File: src/core/pdn_regs_pkg.sv
// Purpose: Shared constants and types for the output-buffer and
//          power-down register bank.
// Assumes: Core clock of 125 MHz; serial port pins sampled on it.
// Notes:   Frame is 16 bits, MSB first: read flag, 7-bit address, data.
package pdn_regs_pkg;

  // ---------------------------------------------------------------
  // Clock and frame geometry
  // ---------------------------------------------------------------
  localparam int          CLK_MHZ       = 125;
  localparam int          ADDR_W        = 7;
  localparam int          DATA_W        = 8;
  localparam logic [4:0]  HDR_BITS      = 5'h08;
  localparam logic [4:0]  FRAME_BITS    = 5'h10;

  // ---------------------------------------------------------------
  // Register offsets
  // ---------------------------------------------------------------
  localparam logic [6:0]  ADDR_PWR_CTL  = 7'h08;
  localparam logic [6:0]  ADDR_OFF_HIGH = 7'h0A;
  localparam logic [6:0]  ADDR_OFF_MID  = 7'h0B;
  localparam logic [6:0]  ADDR_OFF_LOW  = 7'h0C;
  localparam logic [6:0]  ADDR_PD_MASK  = 7'h0D;
  localparam logic [6:0]  ADDR_SYNC_REF = 7'h0E;
  localparam logic [7:0]  REG_RESET     = 8'h00;

  // ---------------------------------------------------------------
  // Field positions
  // ---------------------------------------------------------------
  localparam int          BIT_SLEEP_REQ   = 0; // power control reg
  localparam int          BIT_KEEP_CLKBUF = 3; // mask reg
  localparam int          BIT_KEEP_REFAMP = 2;
  localparam int          BIT_BG_OFF      = 1;
  localparam int          BIT_PIN_IS_SYNC = 7; // sync/ref reg
  localparam int          BIT_REG_SYNC    = 6;
  localparam int          BIT_REG_SYNC_EN = 5;
  localparam int          BIT_REF_BY_REG  = 3;
  localparam int          REF_SEL_HI      = 2;
  localparam int          REF_SEL_LO      = 1;
  localparam int          BIT_SE_CLOCK    = 0;

  // Write strobe with its address and data
  typedef struct packed {
    logic              wr;
    logic [ADDR_W-1:0] addr;
    logic [DATA_W-1:0] data;
  } reg_write_t;

endpackage : pdn_regs_pkg

File: src/core/serial_port.sv
// Purpose: Serial control port slave; turns 16-bit frames into
//          register writes and shifts read data back out.
// Assumes: All pins synchronous to clk; sclk far slower than clk.
// Notes:   Data in on sclk rising edge, data out on falling edge.
`timescale 1ns/1ps
module serial_port
  import pdn_regs_pkg::*;
(
  input  wire logic              clk,
  input  wire logic              arst_n,
  input  wire logic              sclk,
  input  wire logic              sen_n,
  input  wire logic              sdi,
  input  wire logic [DATA_W-1:0] rd_data,
  output logic      [ADDR_W-1:0] rd_addr,
  output reg_write_t             wr_out,
  output logic                   sdo,
  output logic                   sdo_oe
);

  typedef struct packed {
    logic              sclk_prev;
    logic [15:0]       shift;
    logic [4:0]        cnt;
    logic              is_read;
    logic [DATA_W-1:0] out_shift;
    logic              sdo;
    logic              sdo_oe;
    reg_write_t        wr;
  } port_state_t;

  port_state_t st_r;
  port_state_t st_nxt;

  logic rise;
  logic fall;

  assign rise    = sclk & ~st_r.sclk_prev;
  assign fall    = ~sclk & st_r.sclk_prev;
  assign rd_addr = st_r.shift[ADDR_W-1:0];
  assign wr_out  = st_r.wr;
  assign sdo     = st_r.sdo;
  assign sdo_oe  = st_r.sdo_oe;

  // ---------------------------------------------------------------
  // Frame sequencer
  // ---------------------------------------------------------------
  always_comb begin
    st_nxt           = st_r;
    st_nxt.sclk_prev = sclk;
    st_nxt.wr.wr     = 1'b0;                 // Strobe lasts one cycle
    if (sen_n) begin
      // Deselect aborts any partial frame; nothing is written
      st_nxt.cnt    = 5'h00;
      st_nxt.sdo_oe = 1'b0;
      st_nxt.sdo    = 1'b0;
    end else begin
      if (rise && st_r.cnt < FRAME_BITS) begin
        st_nxt.shift = {st_r.shift[14:0], sdi};
        st_nxt.cnt   = st_r.cnt + 5'h01;
        if (st_r.cnt == 5'h00) begin
          st_nxt.is_read = sdi;
        end
        if (st_r.cnt == FRAME_BITS - 5'h01 && !st_r.is_read) begin
          st_nxt.wr.wr   = 1'b1;
          // Address sits just below the read flag after 15 shifts
          st_nxt.wr.addr = st_r.shift[DATA_W+ADDR_W-2 -: ADDR_W];
          st_nxt.wr.data = {st_r.shift[6:0], sdi};
        end
      end
      // Read data goes out after the header, one bit per fall
      if (fall && st_r.is_read && st_r.cnt == HDR_BITS) begin
        st_nxt.sdo       = rd_data[DATA_W-1];
        st_nxt.out_shift = {rd_data[DATA_W-2:0], 1'b0};
        st_nxt.sdo_oe    = 1'b1;
      end else if (fall && st_r.sdo_oe && st_r.cnt < FRAME_BITS) begin
        st_nxt.sdo       = st_r.out_shift[DATA_W-1];
        st_nxt.out_shift = {st_r.out_shift[DATA_W-2:0], 1'b0};
      end
    end
  end

  always_ff @(posedge clk or negedge arst_n) begin
    if (!arst_n) begin
      st_r <= '0;
    end else begin
      st_r <= st_nxt;
    end
  end

endmodule : serial_port

File: src/core/output_buffer_power_down_regs.sv
// Purpose: Output-driver power-down bits, global power-down mask,
//          sync and reference-selection controls.
// Assumes: Host reaches the bank over the serial control port.
// Notes:   Every output is a flip-flop; wake time is modelled as a
//          busy flag whose length depends on the bandgap setting.
`timescale 1ns/1ps

// Behaviour
// - Each set bit powers down one output driver
// - Off bits never touch data clock buffers
// - Mask bit 3 keeps clock buffer running
// - Mask bit 2 keeps reference amplifier running
// - Mask bit 1 set turns bandgap off
// - Bandgap off saves power, wakes slower
// - Sleep request powers down masked blocks
// - Bit 7 picks sleep or sync pin meaning
// - Enabled bit 6 write issues sync; not self-clearing
// - Bits 2:1 select reference; code 11 unused
module output_buffer_power_down_regs
  import pdn_regs_pkg::*;
#(
  parameter int WAKE_FAST_NS = 1000,
  parameter int WAKE_SLOW_NS = 100000
) (
  input  wire logic        CORE_CLK,
  input  wire logic        ARST_N,
  input  wire logic        SPI_SCLK,
  input  wire logic        SPI_SEN_N,
  input  wire logic        SPI_SDI,
  output logic             SPI_SDO,
  output logic             SPI_SDO_OE,
  input  wire logic        SHARED_SYNC_SLEEP_PIN,
  output logic [23:0]      OUTPUT_DRIVER_OFF,
  output logic             SLEEP_ACTIVE,
  output logic             SAMPLE_CLOCK_BUFFER_OFF,
  output logic             REFERENCE_AMPLIFIER_OFF,
  output logic             BANDGAP_OFF,
  output logic             WAKE_BUSY,
  output logic             SYNC_PULSE,
  output logic             REFERENCE_SOURCE_BY_REGISTER,
  output logic [1:0]       REFERENCE_SELECT,
  output logic             SINGLE_ENDED_CLOCK_SELECT
);

  // ---------------------------------------------------------------
  // Timing
  // ---------------------------------------------------------------
  // Least times, rounded up to whole cycles
  localparam int WAKE_FAST_CYC = (WAKE_FAST_NS * CLK_MHZ + 999) / 1000;
  localparam int WAKE_SLOW_CYC = (WAKE_SLOW_NS * CLK_MHZ + 999) / 1000;
  localparam logic [23:0] WAKE_FAST_CNT = 24'(WAKE_FAST_CYC);
  localparam logic [23:0] WAKE_SLOW_CNT = 24'(WAKE_SLOW_CYC);

  typedef struct packed {
    logic [7:0]  pwr_ctl;
    logic [7:0]  off_high;
    logic [7:0]  off_mid;
    logic [7:0]  off_low;
    logic [7:0]  pd_mask;
    logic [7:0]  sync_ref;
    logic        pin_prev;
    logic        sleep;
    logic        clkbuf_off;
    logic        refamp_off;
    logic        bg_off;
    logic [23:0] wake_cnt;
    logic        wake_busy;
    logic        sync_pulse;
  } bank_state_t;

  bank_state_t st_r;
  bank_state_t st_nxt;

  reg_write_t  wr;
  logic [6:0]  rd_addr;
  logic [7:0]  rd_data;
  logic        sdo;
  logic        sdo_oe;
  logic        sleep_now;

  // ---------------------------------------------------------------
  // Serial control port
  // ---------------------------------------------------------------
  serial_port u_port (
    .clk     (CORE_CLK),
    .arst_n  (ARST_N),
    .sclk    (SPI_SCLK),
    .sen_n   (SPI_SEN_N),
    .sdi     (SPI_SDI),
    .rd_data (rd_data),
    .rd_addr (rd_addr),
    .wr_out  (wr),
    .sdo     (sdo),
    .sdo_oe  (sdo_oe)
  );

  // Read mux; unmapped addresses read as zero
  function automatic logic [7:0] read_reg(input bank_state_t s,
                                          input logic [6:0] a);
    logic [7:0] v;
    v = 8'h00;
    if (a == ADDR_PWR_CTL) begin
      v = s.pwr_ctl;
    end else if (a == ADDR_OFF_HIGH) begin
      v = s.off_high;
    end else if (a == ADDR_OFF_MID) begin
      v = s.off_mid;
    end else if (a == ADDR_OFF_LOW) begin
      v = s.off_low;
    end else if (a == ADDR_PD_MASK) begin
      v = s.pd_mask;
    end else if (a == ADDR_SYNC_REF) begin
      v = s.sync_ref;
    end
    return v;
  endfunction : read_reg

  assign rd_data = read_reg(st_r, rd_addr);

  // ---------------------------------------------------------------
  // Register writes and power-down control
  // ---------------------------------------------------------------
  always_comb begin
    st_nxt            = st_r;
    st_nxt.pin_prev   = SHARED_SYNC_SLEEP_PIN;
    st_nxt.sync_pulse = 1'b0;
    // All bits are stored whole, reserved ones included, except power control, which keeps only the sleep request bit
    if (wr.wr) begin
      if (wr.addr == ADDR_PWR_CTL) begin
        st_nxt.pwr_ctl = wr.data & (8'h01 << BIT_SLEEP_REQ);
      end else if (wr.addr == ADDR_OFF_HIGH) begin
        st_nxt.off_high = wr.data;
      end else if (wr.addr == ADDR_OFF_MID) begin
        st_nxt.off_mid = wr.data;
      end else if (wr.addr == ADDR_OFF_LOW) begin
        st_nxt.off_low = wr.data;
      end else if (wr.addr == ADDR_PD_MASK) begin
        st_nxt.pd_mask = wr.data;
      end else if (wr.addr == ADDR_SYNC_REF) begin
        st_nxt.sync_ref = wr.data;
        // An enabled 0 to 1 write of the sync bit fires once; it stays set
        if (wr.data[BIT_REG_SYNC] && !st_r.sync_ref[BIT_REG_SYNC] &&
            wr.data[BIT_REG_SYNC_EN]) begin
          st_nxt.sync_pulse = 1'b1;
        end
      end
    end
    // Pin rising edge issues sync when assigned to it
    if (SHARED_SYNC_SLEEP_PIN && !st_r.pin_prev &&
        st_nxt.sync_ref[BIT_PIN_IS_SYNC]) begin
      st_nxt.sync_pulse = 1'b1;
    end
    // Pin means sleep only while not assigned to sync; built here from
    // the new register values so no loop runs through a continuous
    // assignment back into this process
    sleep_now = st_nxt.pwr_ctl[BIT_SLEEP_REQ] |
                (SHARED_SYNC_SLEEP_PIN &
                 ~st_nxt.sync_ref[BIT_PIN_IS_SYNC]);
    st_nxt.sleep      = sleep_now;
    st_nxt.clkbuf_off = sleep_now &
                        ~st_nxt.pd_mask[BIT_KEEP_CLKBUF];
    st_nxt.refamp_off = sleep_now &
                        ~st_nxt.pd_mask[BIT_KEEP_REFAMP];
    // Inverted sense: a set bit lets the bandgap go down
    st_nxt.bg_off     = sleep_now &
                        st_nxt.pd_mask[BIT_BG_OFF];
    // Wake time is longer if the bandgap was down; re-sleep aborts it
    if (sleep_now) begin
      st_nxt.wake_busy = 1'b0;
      st_nxt.wake_cnt  = 24'h000000;
    end else if (st_r.sleep) begin
      st_nxt.wake_busy = 1'b1;
      st_nxt.wake_cnt  = st_r.bg_off ? WAKE_SLOW_CNT
                                     : WAKE_FAST_CNT;
    end else if (st_r.wake_cnt > 24'h000001) begin
      st_nxt.wake_cnt  = st_r.wake_cnt - 24'h000001;
    end else begin
      st_nxt.wake_cnt  = 24'h000000;
      st_nxt.wake_busy = 1'b0;
    end
  end

  always_ff @(posedge CORE_CLK or negedge ARST_N) begin
    if (!ARST_N) begin
      st_r          <= '0;
      st_r.pwr_ctl  <= REG_RESET;
      st_r.off_high <= REG_RESET;
      st_r.off_mid  <= REG_RESET;
      st_r.off_low  <= REG_RESET;
      st_r.pd_mask  <= REG_RESET;
      st_r.sync_ref <= REG_RESET;
    end else begin
      st_r <= st_nxt;
    end
  end

  // ---------------------------------------------------------------
  // Outputs
  // ---------------------------------------------------------------
  // Driver-off bits only; data clock buffers are controlled elsewhere
  assign OUTPUT_DRIVER_OFF = {st_r.off_high, st_r.off_mid,
                              st_r.off_low};
  assign SLEEP_ACTIVE            = st_r.sleep;
  assign SAMPLE_CLOCK_BUFFER_OFF = st_r.clkbuf_off;
  assign REFERENCE_AMPLIFIER_OFF = st_r.refamp_off;
  assign BANDGAP_OFF             = st_r.bg_off;
  assign WAKE_BUSY               = st_r.wake_busy;
  assign SYNC_PULSE              = st_r.sync_pulse;
  assign SPI_SDO                 = sdo;
  assign SPI_SDO_OE              = sdo_oe;
  assign REFERENCE_SOURCE_BY_REGISTER = st_r.sync_ref[BIT_REF_BY_REG];
  // Code 11 is passed through; it selects nothing in the analog
  assign REFERENCE_SELECT = st_r.sync_ref[REF_SEL_HI:REF_SEL_LO];
  assign SINGLE_ENDED_CLOCK_SELECT = st_r.sync_ref[BIT_SE_CLOCK];

endmodule : output_buffer_power_down_regs

File: config.mk
export PLATFORM = sky130hd
export DESIGN_NAME = output_buffer_power_down_regs
export DESIGN_NICKNAME = d
export VERILOG_FILES = /design/src/core/pdn_regs_pkg.sv /design/src/core/serial_port.sv /design/src/core/output_buffer_power_down_regs.sv
export SDC_FILE = /design/constraint.sdc
export NUM_CORES = 1
export LEC_CHECK = 0
export BUFFER_PORTS_ARGS = -buffer_cell sky130_fd_sc_hd__buf_2
export CORE_ASPECT_RATIO = 0.6
export CORE_MARGIN = 2
export CORE_UTILIZATION = 25
export DETAILED_ROUTE_END_ITERATION = 8
export GPL_TIMING_DRIVEN = 0
export MAX_ROUTING_LAYER = met4
export PLACE_DENSITY = 0.37
export SLEW_MARGIN = 20
export SYNTH_ARGS = -nofsm -noshare
export SYNTH_HDL_FRONTEND = slang
export SYNTH_SLANG_ARGS = --single-unit
File: constraint.sdc
create_clock -name CORE_CLK -period 3.95 [get_ports CORE_CLK]
set_input_delay 0.1975 -clock CORE_CLK [delete_from_list [all_inputs] [get_ports CORE_CLK]]
set_output_delay 0.1975 -clock CORE_CLK [all_outputs]
set_load 0.02 [all_outputs]
==> flow_summary.json <==
{
  "start_kind": "flop",
  "p_leak_nw": 3.20,
  "synth_edf_count": 0,
  "viasPerCell": 4.50,
  "htree_num_levels": 4,
  "outcome": "completed",
  "antenna_found_initial": 0,
  "min_path_cells": 2,
  "hold_viol_final": 0,
  "vias": 3807,
  "relSlewSlack_pct": 30.9,
  "synth_cell_types": 52,
  "tns_ns": 0,
  "ys_ff_latch": 118,
  "dr.pass1.iters": 4,
  "syn2layout_area_growth_pct": 22.0,
  "cts_tree": "yes",
  "dieArea_um2": 23600,
  "rsz0062_at_grt": "false",
  "clock_latency_ns": 0.42,
  "die_x_um": 197,
  "synth_fp_nets": 495,
  "avgSynthCellArea_um2": 11.5,
  "core.rowCount": 42,
  "ys.warnings.count": 0,
  "syn_inst": 484,
  "worstMarginPinSlew_ns": 1.03,
  "drc": 0,
  "core_um2": 22000,
  "startpoint": "u_port.wr_out[12]$_DFFE_PN0P_",
  "cp.arrival_ns": 3.34,
  "io_pins": 42,
  "crit_required_ns": 4.28,
  "crit_path_end_kind": "flop",
  "antenna_cells": 0,
  "grt_pass1_vias": 3850,
  "synthFlopType": "dfrtp_1",
  "layout-drive-gt1-share_pct": 31.8,
  "dp_hpwl_mm": 9.99,
  "cts_num_sinks": 118,
  "overflow": 0,
  "ir_drop_uv": 298,
  "fin_area_um2": 6800,
  "cp_max_fo": 10,
  "placed_cell_area_um2": 6170,
  "max_freq_ghz": 0.333,
  "start_util_pct": 25.4,
  "io_buffers": 40,
  "worstSetupPathType": "reg2reg",
  "fin_crit_sh_pct": 76.0,
  "skew_ns": 0.00911,
  "numCtsBuffers": 17,
  "reg2regPathDepth": 6,
  "fill_cells": 2279,
  "fin_crit_ns": 3.00,
  "drtAntennaViolNets": 0,
  "p_per_area_nw_per_um2": 481,
  "grt_max_degree": 70,
  "synth_area_um2": 5580,
  "cts.path.max_buffers": 2,
  "finalNetCount": 558,
  "clkTransAtPathRegs_ns": 0.06,
  "rr_startpoint": "u_port.wr_out[12]$_DFFE_PN0P_",
  "die_y_um": 120,
  "grt_pass1_wl_mm": 22.3,
  "hold_path_class": "in2reg",
  "maxCapViolations": 0,
  "setup_viol": 0,
  "root_buffer": "clkbuf_16",
  "grt_usage_pct": 13.1,
  "hp-start": "SPI_SDI",
  "seq_area_frac_synth_pct": 53.0,
  "wl_per_cell_um": 16.5,
  "cts_setup_buffers": 0,
  "route.final.wire_length_mm": 14.0,
  "drv_slew": 0,
  "synth_async_sr_flop_share_pct": 100,
  "place_congestion": 0.753,
  "drt_iter0_drc": 179
}
-- cells in the mapped netlist (6+ instances only) --
cell      instances  area, µm²
dfrtp_1         118       2950
mux2_2           67        754
nor2_1           43        161
buf_4            26        195
a21oi_1          21        105
nor3_1           19       95.1
clkbuf_1         17       63.8
inv_1            17       63.8
o21ai_0          16       80.1
nand2_1          15       56.3
xnor2_1          15        131
mux2i_1          10        100
or3_1             8       50.1
nand2b_1          7       43.8
nor4_1            7       43.8
o31ai_1           7       52.6
a31oi_1           6       37.5
xor2_1            6       52.6
-- state kept, by name, summed over array words and instances, names as in the netlist --
name	flops
SLEEP_ACTIVE	1
BANDGAP_OFF	1
u_port.wr_out	16
st_r	38
u_port.rd_addr	7
u_port.sdo	1
u_port.sdo_oe	1
REFERENCE_SOURCE_BY_REGISTER	1
SYNC_PULSE	1
SAMPLE_CLOCK_BUFFER_OFF	1
OUTPUT_DRIVER_OFF	24
WAKE_BUSY	1
REFERENCE_AMPLIFIER_OFF	1
u_port.st_r	21
REFERENCE_SELECT	2
SINGLE_ENDED_CLOCK_SELECT	1
-- where the power goes --
part	total [mW]	switching (mW)	leakage, nW	internal [mW]
clock	1.57	0.551	0.293	1.02
sequential	1.33	0.0569	1.60	1.27
combinational	0.378	0.228	1.31	0.150
total	3.27	0.836	3.20	2.44
-- cell families (layout without fill, tap and decap cells) --
logic type | Yosys count | in the layout | synth area share, %
and+or+nand+nor | 132 | 132 | 13.3
DFF | 118 | 118 | 53.0
muxes | 77 | 77 | 15.3
AOI/OAI and AO/OA | 68 | 68 | 7.63
buffers and inverters | 63 | 139 | 6.39
xor gates and xnor gates | 21 | 21 | 3.30
adders and majority gates | 5 | 5 | 1.12
-- timing repair --
| action | 4_1_cts | 5_1_grt |
|---|---|---|
| gates resized for setup | 0 | 0 |
| hold buffers | 3 | 0 |
| hold endpoints to repair | 51 | 0 |
-- placed cells by master, fill, tap and decap left out, drive strengths merged, types with 6 or more instances in the layout --
cell	count
nor2	43
clkbuf	39
nor3	19
a21oi	21
clkinv	6
a31oi	6
or3	8
xnor2	15
nand2	15
o31ai	7
mux2i	10
dfrtp	118
nand4b	6
mux2	67
buf	70
nand2b	7
xor2	6
nor4	7
inv	17
o21ai	17
-- layer usage --
metal | routed length, µm | part of all wire [%] | global-route usage (%)
met3 | 548 | 3.9 | 3.06
met4 | 202 | 1.4 | 5.08
met5 | 0 | 0 | -
met1 | 7600 | 54 | 19.7
met2 | 5640 | 40 | 16.8
-- worst max-delay path, cell delays in order (launching register included) --
cell      delay (ns)
dfrtp_1         0.39
or4b_2          0.75
nor4_1          0.48
mux2i_1         0.59
nand2_1         0.16
clkbuf_1        0.29
nor3_1          0.25
-- metrics by stage --
| stage | instances | power, mW | setup slack, ns | utilization, % | hold slack (ns) |
|---|---|---|---|---|---|
| 2_1_floorplan | 484 | 1.58 | 1.54 | - | -0.0981 |
| 5_1_grt | 846 | 3.43 | 0.576 | 31.0 | 0.0994 |
| 3_5_place_dp | 811 | 1.72 | 0.912 | 28.1 | 0.189 |
| 3_3_place_gp | 810 | 1.71 | 0.882 | 27.9 | 0.342 |
| 6_report | 846 | 3.27 | 0.946 | 31.0 | 0.102 |
| 4_1_cts | 846 | 3.32 | 0.877 | 30.9 | 0.0831 |
-- worst paths after layout --
check	end	slack (ns)
min	u_port.wr_out[0]$_DFFE_PN0P_	0.10
min in group asynchronous	u_port.st_r[27]$_DFFE_PN0P_	0.29
min reg2reg	st_r[46]$_DFFE_PN0P_	0.49
max reg2reg	st_r[7]$_DFF_PN0_	0.95
max	st_r[7]$_DFF_PN0_	0.95
max in group asynchronous	st_r[5]$_DFF_PN0_	2.89
-- cell type report --
| class | count | area, µm² | share of cell area, % |
|---|---|---|---|
| Multi-Input combinational cell | 303 | 2280 | 33.5 |
| Clock buffer | 22 | 464 | 6.82 |
| Sequential cell | 118 | 2950 | 43.4 |
| Tap cell | 286 | 358 | 5.26 |
| Inverter | 17 | 63.8 | 0.938 |
| Clock inverter | 10 | 128 | 1.88 |
| Timing Repair Buffer | 44 | 264 | 3.88 |
| Buffer | 46 | 293 | 4.30 |
Power figures use the tool's default switching activity.
